**config.mk**
```make
export PLATFORM = sky130hd
export DESIGN_NAME = uart_irda_clock_pin_control
export DESIGN_NICKNAME = d
export VERILOG_FILES = /design/src/logic/empty_placeholder_removed.sv /design/src/logic/uart_irda_pkg.sv /design/src/logic/frac_divider.sv /design/src/logic/uart_irda_clock_pin_control.sv
export VERILOG_INCLUDE_DIRS = /design/src /design/src/logic
export SDC_FILE = /design/constraint.sdc
export NUM_CORES = 1
export LEC_CHECK = 0
export BUFFER_PORTS_ARGS = -buffer_cell sky130_fd_sc_hd__buf_2
export CAP_MARGIN = 20
export CELL_PAD_IN_SITES_DETAIL_PLACEMENT = 1
export CELL_PAD_IN_SITES_GLOBAL_PLACEMENT = 2
export CORE_MARGIN = 4
export CORE_UTILIZATION = 34
export DETAILED_ROUTE_END_ITERATION = 16
export GPL_ROUTABILITY_DRIVEN = 0
export PLACE_DENSITY_LB_ADDON = 0.1
export SKIP_LAST_GASP = 1
export SLEW_MARGIN = 20
export SYNTH_ARGS = -nofsm -noshare
export SYNTH_HDL_FRONTEND = slang
export SYNTH_SLANG_ARGS = --single-unit
```
**constraint.sdc**
```tcl
create_clock -name aclk -period 7.8 [get_ports aclk]
set_clock_uncertainty 0.05 [all_clocks]
set_input_delay 1.56 -clock aclk [delete_from_list [all_inputs] [get_ports aclk]]
set_output_delay 1.56 -clock aclk [all_outputs]
set_load 0.03 [all_outputs]
```
**src/logic/uart_irda_defs.svh**
```systemverilog
// Offsets, field positions, reset values and timing counts of the serial pin and infrared block.
`ifndef UART_IRDA_DEFS_SVH
`define UART_IRDA_DEFS_SVH

// ==========================================================================
// Register byte addresses
`define ADDR_INFRARED_CLOCK_DIVIDER 32'h4000_40e0
`define ADDR_SERIAL_PIN_INFRARED_CONTROL 32'h4005_4000
`define ADDR_SERIAL_CLOCK_MODE_STATUS 32'h4005_4004

// ==========================================================================
// Reset values and writable bit masks
`define RESET_INFRARED_CLOCK_DIVIDER 16'h0000
`define RESET_SERIAL_PIN_INFRARED_CONTROL 12'h000
`define RESET_CLOCK_MODE_FIELDS 8'h00
`define MASK_DIVIDER_WRITE 32'h0000_ffff
`define MASK_CONTROL_WRITE 32'h0000_0e3f
`define MASK_MODE_WRITE 32'h0000_0ff0

// ==========================================================================
// Field positions
`define DIV_X_MSB 15
`define DIV_X_LSB 8
`define DIV_Y_MSB 7
`define DIV_Y_LSB 0
`define CONTROL_MSB 11
`define MODE_MSB 11
`define MODE_LSB 4
`define STATUS_FIELD_MSB 22
`define STATUS_FIELD_LSB 16
`define STATUS_ANY_BIT 14

// ==========================================================================
// Pulse timing in ticks of the sixteen-times bit clock
`define TICKS_PER_BIT 5'h10
`define PULSE_TICKS 4'h3
`define LAST_BIT_TICK 4'hf

// ==========================================================================
// Pin synchroniser idle levels: usb minus, port five rx, infrared rx, peripheral clock
`define SYNC_RESET 4'he

// ==========================================================================
// Bus answers
`define RESP_OKAY 2'h0
`define RESP_DECERR 2'h3

`endif

```
**src/logic/empty_placeholder_removed.sv**
```systemverilog
// Intentionally minimal: no module content.
`timescale 1ns/10ps
`default_nettype none
`default_nettype wire

```
**src/logic/uart_irda_pkg.sv**
```systemverilog
// Types shared by the serial pin and infrared control block.
package uart_irda_pkg;

	// Control register fields, bit 11 down to bit 0.
	typedef struct packed {
		logic port3_modem_pin_enable;
		logic echo_rx_extra_invert;
		logic echo_rx_mask_enable;
		logic [2:0] reserved;
		logic infrared_codec_bypass;
		logic infrared_tx_invert;
		logic infrared_rx_invert;
		logic rx_pulse_length_select;
		logic tx_pulse_length_select;
		logic port5_usb_pin_route;
	} ctrl_t;

	// Fractional divider ratio, X in the upper byte.
	typedef struct packed {
		logic [7:0] x;
		logic [7:0] y;
	} divider_t;

	// Per-port clock mode encoding in declaration order 00, 01, 10, 11.
	typedef enum logic [1:0] {
		clock_off,
		clock_on,
		clock_auto,
		clock_unused
	} clock_mode_t;

	// Receive demodulator states.
	typedef enum logic {
		demod_idle,
		demod_hold
	} demod_state_t;

endpackage

```
**src/logic/frac_divider.sv**
```systemverilog
// Fractional X/Y accumulator divider producing one tick per wrap.
`timescale 1ns/10ps
`default_nettype none

module frac_divider (
	input wire logic aclk,
	input wire logic aresetn,
	input wire logic step,
	input wire uart_irda_pkg::divider_t ratio,
	output logic tick,
	output logic stopped
);
	import uart_irda_pkg::*;

	logic [7:0] acc;

	// A zero in either field parks the accumulator and silences the output.
	wire halt = (ratio.x == 8'h00) || (ratio.y == 8'h00);
	wire [8:0] sum = {1'b0, acc} + {1'b0, ratio.x};
	wire wrap = sum >= {1'b0, ratio.y};
	wire [8:0] next_sum = wrap ? sum - {1'b0, ratio.y} : sum;

	// Add X on every input cycle modulo Y; a wrap is one output tick.
	always_ff @(posedge aclk) begin
		if (!aresetn || halt) begin
			acc <= 8'h00;
			tick <= 1'b0;
		end else begin
			tick <= 1'b0;
			if (step) begin
				acc <= next_sum[7:0];
				tick <= wrap;
			end
		end
	end

	// Low-power indication follows the halt condition one cycle later.
	always_ff @(posedge aclk) begin
		if (!aresetn) begin
			stopped <= 1'b1;
		end else begin
			stopped <= halt;
		end
	end

endmodule

`default_nettype wire

```
**src/logic/uart_irda_clock_pin_control.sv**
```systemverilog
// Serial pin routing, infrared codec for port six, infrared clock divider and clock status.
//
// Function
// - Infrared clock is peripheral clock times X/Y, X bits 15:8, Y bits 7:0.
// - A zero X or Y stops the infrared clock and idles the divider.
// - Divided clock drives the infrared codec only in fixed 115.2 kbps pulse mode.
// - Control bit 11 enables port three modem pins.
// - Control bit 10 inverts infrared receive again, on top of bit 3.
// - Control bit 9 masks infrared receive while port six transmit is low.
// - Control bit 5 clear uses the infrared codec, set bypasses it.
// - Control bit 4 inverts the infrared transmit pin.
// - Control bit 3 inverts the infrared receive pin.
// - Control bit 2 picks receive pulse width: bit period or fixed 115.2 kbps.
// - Control bit 1 picks transmit pulse width: bit period or fixed 115.2 kbps.
// - Control bit 0 also routes port five transmit and receive onto USB pins.
// - Status bits 22:16 show each port clock running, port n at bit n-1.
// - Status bit 14 reads one while any port clock runs, else zero.
// - Clock mode fields encode 00 off, 01 on, 10 automatic, 11 unused.
//
// Local design decision: register access over AXI4-Lite.
`timescale 1ns/10ps
`default_nettype none
`include "uart_irda_defs.svh"

module uart_irda_clock_pin_control (
	input wire logic aclk,
	input wire logic aresetn,
	input wire logic awvalid,
	output logic awready,
	input wire logic [31:0] awaddr,
	input wire logic [2:0] awprot,
	input wire logic wvalid,
	output logic wready,
	input wire logic [31:0] wdata,
	input wire logic [3:0] wstrb,
	output logic bvalid,
	input wire logic bready,
	output logic [1:0] bresp,
	input wire logic arvalid,
	output logic arready,
	input wire logic [31:0] araddr,
	input wire logic [2:0] arprot,
	output logic rvalid,
	input wire logic rready,
	output logic [31:0] rdata,
	output logic [1:0] rresp,
	input wire logic peripheral_source_clock,
	output logic infrared_clock_tick,
	output logic infrared_clock_stopped,
	input wire logic port_six_tx,
	input wire logic port_six_baud16_tick,
	output logic port_six_rx,
	output logic infrared_tx_pin,
	input wire logic infrared_rx_pin,
	input wire logic port_five_tx,
	input wire logic port_five_rx_pin,
	output logic port_five_rx,
	output logic usb_dplus_out,
	output logic usb_dplus_oe_n,
	input wire logic usb_dminus_pin,
	output logic port3_modem_pin_enable,
	input wire logic [3:0] auto_clock_request,
	input wire logic [2:0] fast_port_clock_running,
	output logic [3:0] port_clock_enable
);
	import uart_irda_pkg::*;

	// ======================================================================
	// Helper functions

	// Merges write data into a register under byte strobes and a writable mask.
	function automatic logic [31:0] merge_write(input logic [31:0] old_value,
			input logic [31:0] data, input logic [3:0] strb, input logic [31:0] mask);
		logic [31:0] lanes;
		lanes = {{8{strb[3]}}, {8{strb[2]}}, {8{strb[1]}}, {8{strb[0]}}};
		merge_write = ((old_value & ~lanes) | (data & lanes)) & mask;
	endfunction

	// Tells whether a standard port's clock runs in its mode.
	function automatic logic port_running(input clock_mode_t mode, input logic request);
		port_running = (mode == clock_on) || ((mode == clock_auto) && request);
	endfunction

	// ======================================================================
	// Registers and state

	divider_t divider;
	ctrl_t ctrl;
	logic [7:0] mode_bits;
	logic [6:0] clock_status;
	logic any_clock_running;
	logic aw_held;
	logic w_held;
	logic [31:0] wr_addr;
	logic [31:0] wr_data;
	logic [3:0] wr_strb;
	logic [3:0] sync_a;
	logic [3:0] sync_b;
	logic [3:0] sync_c;
	logic [3:0] pin_level;
	logic periph_prev;
	logic [3:0] tx_phase;
	logic [3:0] rx_count;
	demod_state_t demod_state;
	demod_state_t next_demod_state;

	// ======================================================================
	// Address decode and read mux

	wire wr_div = wr_addr == `ADDR_INFRARED_CLOCK_DIVIDER;
	wire wr_ctrl = wr_addr == `ADDR_SERIAL_PIN_INFRARED_CONTROL;
	wire wr_mode = wr_addr == `ADDR_SERIAL_CLOCK_MODE_STATUS;
	wire wr_hit = wr_div || wr_ctrl || wr_mode;
	wire wr_go = aw_held && w_held && !bvalid;
	wire rd_div = araddr == `ADDR_INFRARED_CLOCK_DIVIDER;
	wire rd_ctrl = araddr == `ADDR_SERIAL_PIN_INFRARED_CONTROL;
	wire rd_mode = araddr == `ADDR_SERIAL_CLOCK_MODE_STATUS;
	wire rd_hit = rd_div || rd_ctrl || rd_mode;
	wire [31:0] div_word = {16'h0000, divider};
	wire [31:0] ctrl_word = {20'h0_0000, ctrl};
	wire [31:0] mode_word = {9'h000, clock_status, 1'b0, any_clock_running, 2'h0,
		mode_bits, 4'h0};
	wire [31:0] rd_value = rd_div ? div_word : rd_ctrl ? ctrl_word : rd_mode ? mode_word :
		32'h0000_0000;
	wire [31:0] div_merged = merge_write(div_word, wr_data, wr_strb, `MASK_DIVIDER_WRITE);
	wire [31:0] ctrl_merged = merge_write(ctrl_word, wr_data, wr_strb, `MASK_CONTROL_WRITE);
	wire [31:0] mode_merged = merge_write(mode_word, wr_data, wr_strb, `MASK_MODE_WRITE);

	// ======================================================================
	// AXI4-Lite write channels: address and data are taken in either order.
	always_ff @(posedge aclk) begin
		if (!aresetn) begin
			awready <= 1'b1;
			wready <= 1'b1;
			aw_held <= 1'b0;
			w_held <= 1'b0;
			wr_addr <= 32'h0000_0000;
			wr_data <= 32'h0000_0000;
			wr_strb <= 4'h0;
		end else begin
			if (awvalid && awready) begin
				awready <= 1'b0;
				aw_held <= 1'b1;
				wr_addr <= awaddr;
			end
			if (wvalid && wready) begin
				wready <= 1'b0;
				w_held <= 1'b1;
				wr_data <= wdata;
				wr_strb <= wstrb;
			end
			if (wr_go) begin
				aw_held <= 1'b0;
				w_held <= 1'b0;
			end
			if (bvalid && bready) begin
				awready <= 1'b1;
				wready <= 1'b1;
			end
		end
	end

	// Write response follows once both halves are held.
	always_ff @(posedge aclk) begin
		if (!aresetn) begin
			bvalid <= 1'b0;
			bresp <= `RESP_OKAY;
		end else if (wr_go) begin
			bvalid <= 1'b1;
			bresp <= wr_hit ? `RESP_OKAY : `RESP_DECERR;
		end else if (bready) begin
			bvalid <= 1'b0;
		end
	end

	// Software registers; reserved control bits are stored as zero.
	always_ff @(posedge aclk) begin
		if (!aresetn) begin
			divider <= `RESET_INFRARED_CLOCK_DIVIDER;
			ctrl <= `RESET_SERIAL_PIN_INFRARED_CONTROL;
			mode_bits <= `RESET_CLOCK_MODE_FIELDS;
		end else if (wr_go) begin
			if (wr_div) begin
				divider <= div_merged[`DIV_X_MSB:`DIV_Y_LSB];
			end
			if (wr_ctrl) begin
				ctrl <= ctrl_merged[`CONTROL_MSB:0];
			end
			if (wr_mode) begin
				mode_bits <= mode_merged[`MODE_MSB:`MODE_LSB];
			end
		end
	end

	// ======================================================================
	// AXI4-Lite read channel: one cycle from address to data.
	always_ff @(posedge aclk) begin
		if (!aresetn) begin
			arready <= 1'b1;
			rvalid <= 1'b0;
			rdata <= 32'h0000_0000;
			rresp <= `RESP_OKAY;
		end else if (arvalid && arready) begin
			arready <= 1'b0;
			rvalid <= 1'b1;
			rdata <= rd_value;
			rresp <= rd_hit ? `RESP_OKAY : `RESP_DECERR;
		end else if (rvalid && rready) begin
			rvalid <= 1'b0;
			arready <= 1'b1;
		end
	end

	// ======================================================================
	// Pin synchronisers: a level is accepted once stages two and three agree.
	always_ff @(posedge aclk) begin
		if (!aresetn) begin
			sync_a <= `SYNC_RESET;
			sync_b <= `SYNC_RESET;
			sync_c <= `SYNC_RESET;
			pin_level <= `SYNC_RESET;
		end else begin
			sync_a <= {usb_dminus_pin, port_five_rx_pin, infrared_rx_pin,
				peripheral_source_clock};
			sync_b <= sync_a;
			sync_c <= sync_b;
			pin_level <= (sync_b & ~(sync_b ^ sync_c)) | (pin_level & (sync_b ^ sync_c));
		end
	end

	// Each rising edge of the peripheral clock is one divider input cycle.
	always_ff @(posedge aclk) begin
		if (!aresetn) begin
			periph_prev <= 1'b0;
		end else begin
			periph_prev <= pin_level[0];
		end
	end

	wire periph_step = pin_level[0] && !periph_prev;

	// ======================================================================
	// Infrared clock divider.
	frac_divider divider_core (
		.aclk(aclk),
		.aresetn(aresetn),
		.step(periph_step),
		.ratio(divider),
		.tick(infrared_clock_tick),
		.stopped(infrared_clock_stopped)
	);

	// The divided clock only paces a direction set to fixed-rate pulses.
	wire tx_tick = ctrl.tx_pulse_length_select ? infrared_clock_tick
		: port_six_baud16_tick;
	wire rx_tick = ctrl.rx_pulse_length_select ? infrared_clock_tick
		: port_six_baud16_tick;

	// ======================================================================
	// Transmit modulator: a three-tick pulse at the start of each low bit.
	always_ff @(posedge aclk) begin
		if (!aresetn || port_six_tx) begin
			tx_phase <= 4'h0;
		end else if (tx_tick) begin
			tx_phase <= tx_phase + 4'h1;
		end
	end

	wire tx_pulse = !port_six_tx && (tx_phase < `PULSE_TICKS);
	wire tx_line = ctrl.infrared_codec_bypass ? port_six_tx : tx_pulse;

	// Transmit pin with optional inversion.
	always_ff @(posedge aclk) begin
		if (!aresetn) begin
			infrared_tx_pin <= 1'b0;
		end else begin
			infrared_tx_pin <= tx_line ^ ctrl.infrared_tx_invert;
		end
	end

	// ======================================================================
	// Receive path: two stacked inversions, echo mask, then demodulation.
	wire rx_level = pin_level[1] ^ ctrl.infrared_rx_invert ^ ctrl.echo_rx_extra_invert;
	wire rx_masked = ctrl.echo_rx_mask_enable && !port_six_tx;
	wire rx_pulse = !rx_level && !rx_masked;
	wire hold_done = rx_tick && (rx_count == `LAST_BIT_TICK);

	// A received pulse holds the port's receive line low for one bit.
	always_comb begin
		next_demod_state = demod_state;
		case (demod_state)
			demod_idle: begin
				if (rx_pulse) begin
					next_demod_state = demod_hold;
				end
			end
			demod_hold: begin
				if (hold_done) begin
					next_demod_state = demod_idle;
				end
			end
			default: begin
				next_demod_state = demod_idle;
			end
		endcase
	end

	// Demodulator state and bit-length counter.
	always_ff @(posedge aclk) begin
		if (!aresetn) begin
			demod_state <= demod_idle;
			rx_count <= 4'h0;
		end else begin
			demod_state <= next_demod_state;
			if (demod_state == demod_idle) begin
				rx_count <= 4'h0;
			end else if (rx_tick) begin
				rx_count <= rx_count + 4'h1;
			end
		end
	end

	wire codec_rx = !((demod_state == demod_hold) || rx_pulse);
	wire bypass_rx = rx_masked ? 1'b1 : rx_level;

	// Receive line towards port six, idle high.
	always_ff @(posedge aclk) begin
		if (!aresetn) begin
			port_six_rx <= 1'b1;
		end else begin
			port_six_rx <= ctrl.infrared_codec_bypass ? bypass_rx : codec_rx;
		end
	end

	// ======================================================================
	// Port five USB routing and port three modem pins.
	always_ff @(posedge aclk) begin
		if (!aresetn) begin
			usb_dplus_out <= 1'b1;
			usb_dplus_oe_n <= 1'b1;
			port_five_rx <= 1'b1;
			port3_modem_pin_enable <= 1'b0;
		end else begin
			usb_dplus_out <= port_five_tx;
			usb_dplus_oe_n <= !ctrl.port5_usb_pin_route;
			port_five_rx <= pin_level[2] && (pin_level[3] || !ctrl.port5_usb_pin_route);
			port3_modem_pin_enable <= ctrl.port3_modem_pin_enable;
		end
	end

	// ======================================================================
	// Clock enables and status: ports 1, 2 and 7 report their own state.
	wire [3:0] std_running = {
		port_running(clock_mode_t'(mode_bits[7:6]), auto_clock_request[3]),
		port_running(clock_mode_t'(mode_bits[5:4]), auto_clock_request[2]),
		port_running(clock_mode_t'(mode_bits[3:2]), auto_clock_request[1]),
		port_running(clock_mode_t'(mode_bits[1:0]), auto_clock_request[0])};
	wire [6:0] next_status = {fast_port_clock_running[2], std_running,
		fast_port_clock_running[1:0]};

	// Status refreshes every cycle, so a read sees at most one cycle of lag.
	always_ff @(posedge aclk) begin
		if (!aresetn) begin
			clock_status <= 7'h00;
			any_clock_running <= 1'b0;
			port_clock_enable <= 4'h0;
		end else begin
			clock_status <= next_status;
			any_clock_running <= |next_status;
			port_clock_enable <= std_running;
		end
	end

endmodule

`default_nettype wire

```
==> impl_metrics.yaml <==
finish:
  nFillCells: 2591
  stdcell_count: 1244
  num-nets-final: 1100
  final_cell_mix: "nand2_1 (168), dfxtp_1 (165), buf_2 (145), a21boi_0 (59), mux2i_1 (39)"
  drive_gt1_frac: 0.209
  n_antenna_cell: 0
  syn_to_final_growth_pct: 18.8
  layout_commonest_cell: "nand2_1"
critical_path:
  crit_type: "register to register"
  cp_common_cell: "ha_1"
  cp_data_required_time_ns: 8.05
  crit_chain: "ha_1 -> fa_1 -> a211oi_2 -> o21bai_1 -> a21oi_1 -> xnor2_1 -> ha_1 -> a21o_1 -> a31o_1 -> o21ai_4 -> and2_1 -> o211ai_1"
  critPathLaunchType: "register"
  arrival_ns: 3.87
  path_max_fanout: 10
  cpPeakStageDelay_ns: 0.45
  worst_path_max_delay_cell: "fa_1"
  endpoint_kind: "register"
route:
  final_antenna_net_count: 0
  drt-initial-drc-count: 251
  firstDrtPassIters: 4
  route.detailed.drc: 0
  viasPerCell: 4.97
  drt-total-wl_um: 20400
  wl_per_cell_um: 16.4
  routed-via-count: 6187
grt:
  grt_pass1_wl_um: 33300
  grtUsageMet3: 0.0351
  grt-busiest-layer: "met2"
  grt_remaining_overflow: 0
  gr-usage-met1: 0.214
  antenna_found_initial: 2
  grt_max_degree: 100
  grtUsageMet2: 0.286
  grt_pass1_vias: 6640
  grtUsageTotal: 0.168
clock_tree:
  root_buffer: "clkbuf_16"
  cts_tree: "built"
  cts_buffer_depth: 2
  clock_sinks: 165
  insertion_delay_ns: 0.43
  htreeDepth: 4
  post_cts_resized: 0
  cts_made_buffers: 17
  cts_setup_buffers: 0
  ctsHoldBuffers: 0
  clkSlewWorstSetupHoldPaths_ns: 0.06
sta:
  slew_viol_final: 0
  rsz0062_at_grt: "no"
  slew_headroom: 0.322
  timing_hold_violations_final: 0
  tns_ns: 0
  timing.fmax_ghz: 0.276
  finalCritPeriodShare: 0.465
  worst_pin_slew_ns: 1.01
  min_period_ns: 3.62
  finalSetupViolations: 0
logic_synthesis:
  synthArstFlopShare: 0
  syn_inst: 839
  yosysUniqueCellTypes: 63
  synth_area_um2: 7520
  synth_seq_area_share: 0.439
  synth_area_per_cell_um2: 8.97
  synthFlopType: "dfxtp_1"
  yosys_warnings: 0
  synth.ff_latch_count: 165
  synth_edf_count: 0
die:
  initial_utilization: 0.345
  die_area_um2: 24600
  io_pins: 180
  rows: 54
  die_y_um: 157
  core_um2: 21800
  die_w_um: 157
power_and_ir_drop:
  power_density_nw_per_um2: 208
  ir_worst_vdd_uv: 135
  p_leak_uw: 0.00368
place:
  place_inst: 1214
  numPortBuffers: 146
  dp_hpwl_um: 15400
outcome:
  outcome: "finished clean"
flow_run:
  maxCapViolCount: 0
hold_path:
  hp-class: "register to register"
[metal layers]
layer	vias up	part of all wire
li1	3106	-
met1	2919	0.46
met2	133	0.48
met3	25	0.044
met4	4	0.014
met5	-	0.00098
[cells in the mapped netlist, types with 6 or more instances]
cell        n  area share
nor3_1      8      0.0053
a21oi_1    14      0.0093
o21ai_0    18       0.012
buf_4      18       0.018
nand2_1   168       0.084
and2_1     17       0.014
a21boi_1   11       0.011
inv_1      13      0.0065
a211oi_1    8      0.0080
nor4b_1     6      0.0070
nand3_1    21       0.014
nor2b_1    27       0.022
a21boi_0   59       0.059
clkbuf_1   32       0.016
a22o_1      9       0.010
nor4_1      8      0.0067
xnor2_1     9       0.010
nand4_1    11      0.0091
buf_2       8      0.0053
mux2_2      7       0.010
xor2_1      8      0.0093
mux2i_1    39       0.052
a22oi_1     8      0.0080
ha_1       18       0.030
a211oi_2    6       0.010
dfxtp_1   165        0.44
nand2b_1   16       0.013
nor2_1     38       0.019
[worst max-delay path: cells and delay by family, from the launching register on]
| kind | cells | cell delay [ns] |
|---|---|---|
| AOI/OAI and AO/OA | 7 | 1.42 |
| adders and majority gates | 3 | 1.08 |
| and+or+nand+nor | 1 | 0.38 |
| DFF | 1 | 0.36 |
| xor gates and xnor gates | 1 | 0.20 |
[path summary, 6_finish.rpt]
| path | start | end | slack [ns] | depth (start not counted) |
|---|---|---|---|---|
| setup / recovery | register | divider_core.acc[0] | 4.18 | 12 |
| hold / removal | sync_a[2] | sync_b[2] | 0.36 | 1 |
| setup reg to reg | register | divider_core.acc[0] | 4.18 | 12 |
| hold reg to reg | sync_a[2] | sync_b[2] | 0.36 | 1 |
[power by group]
part           internal (uW)  switching (uW)  total, uW
registers                866            15.4        881
clock network            521             340        861
logic                   47.5            72.1        120
total                   1430             427       1860
[stage by stage]
stage	cell area [um2]	utilization	worst slack [ns]	power (uW)	hold slack, ns
floorplan	7550	-	4.69	976	0.333
global route	8940	0.410	4.03	1940	0.387
detailed placement	8330	0.382	4.21	1020	0.348
CTS	8930	0.409	4.17	1890	0.364
finish	8940	0.410	4.18	1860	0.359
global placement	8330	0.382	4.22	1020	0.344
[cell type report]
class / instances / area (um2) / share of cell area
Multi-Input combinational cell: 607 / 3880 / 0.434
Sequential cell: 165 / 3300 / 0.369
Timing Repair Buffer: 148 / 748 / 0.0837
Clock buffer: 20 / 457 / 0.0511
Tap cell: 280 / 350 / 0.0392
Clock inverter: 10 / 146 / 0.0164
Inverter: 14 / 52.6 / 0.00588
[logic make-up after synthesis]
| logic type | share of synthesized area |
|---|---|
| adders and majority gates | 0.0353 |
| DFF | 0.439 |
| muxes | 0.0624 |
| other | 0.000499 |
| AOI/OAI and AO/OA | 0.167 |
| buffers and inverters | 0.0497 |
| and+or+nand+nor | 0.227 |
| xor gates and xnor gates | 0.0198 |
(Power assumes the default switching activity.)
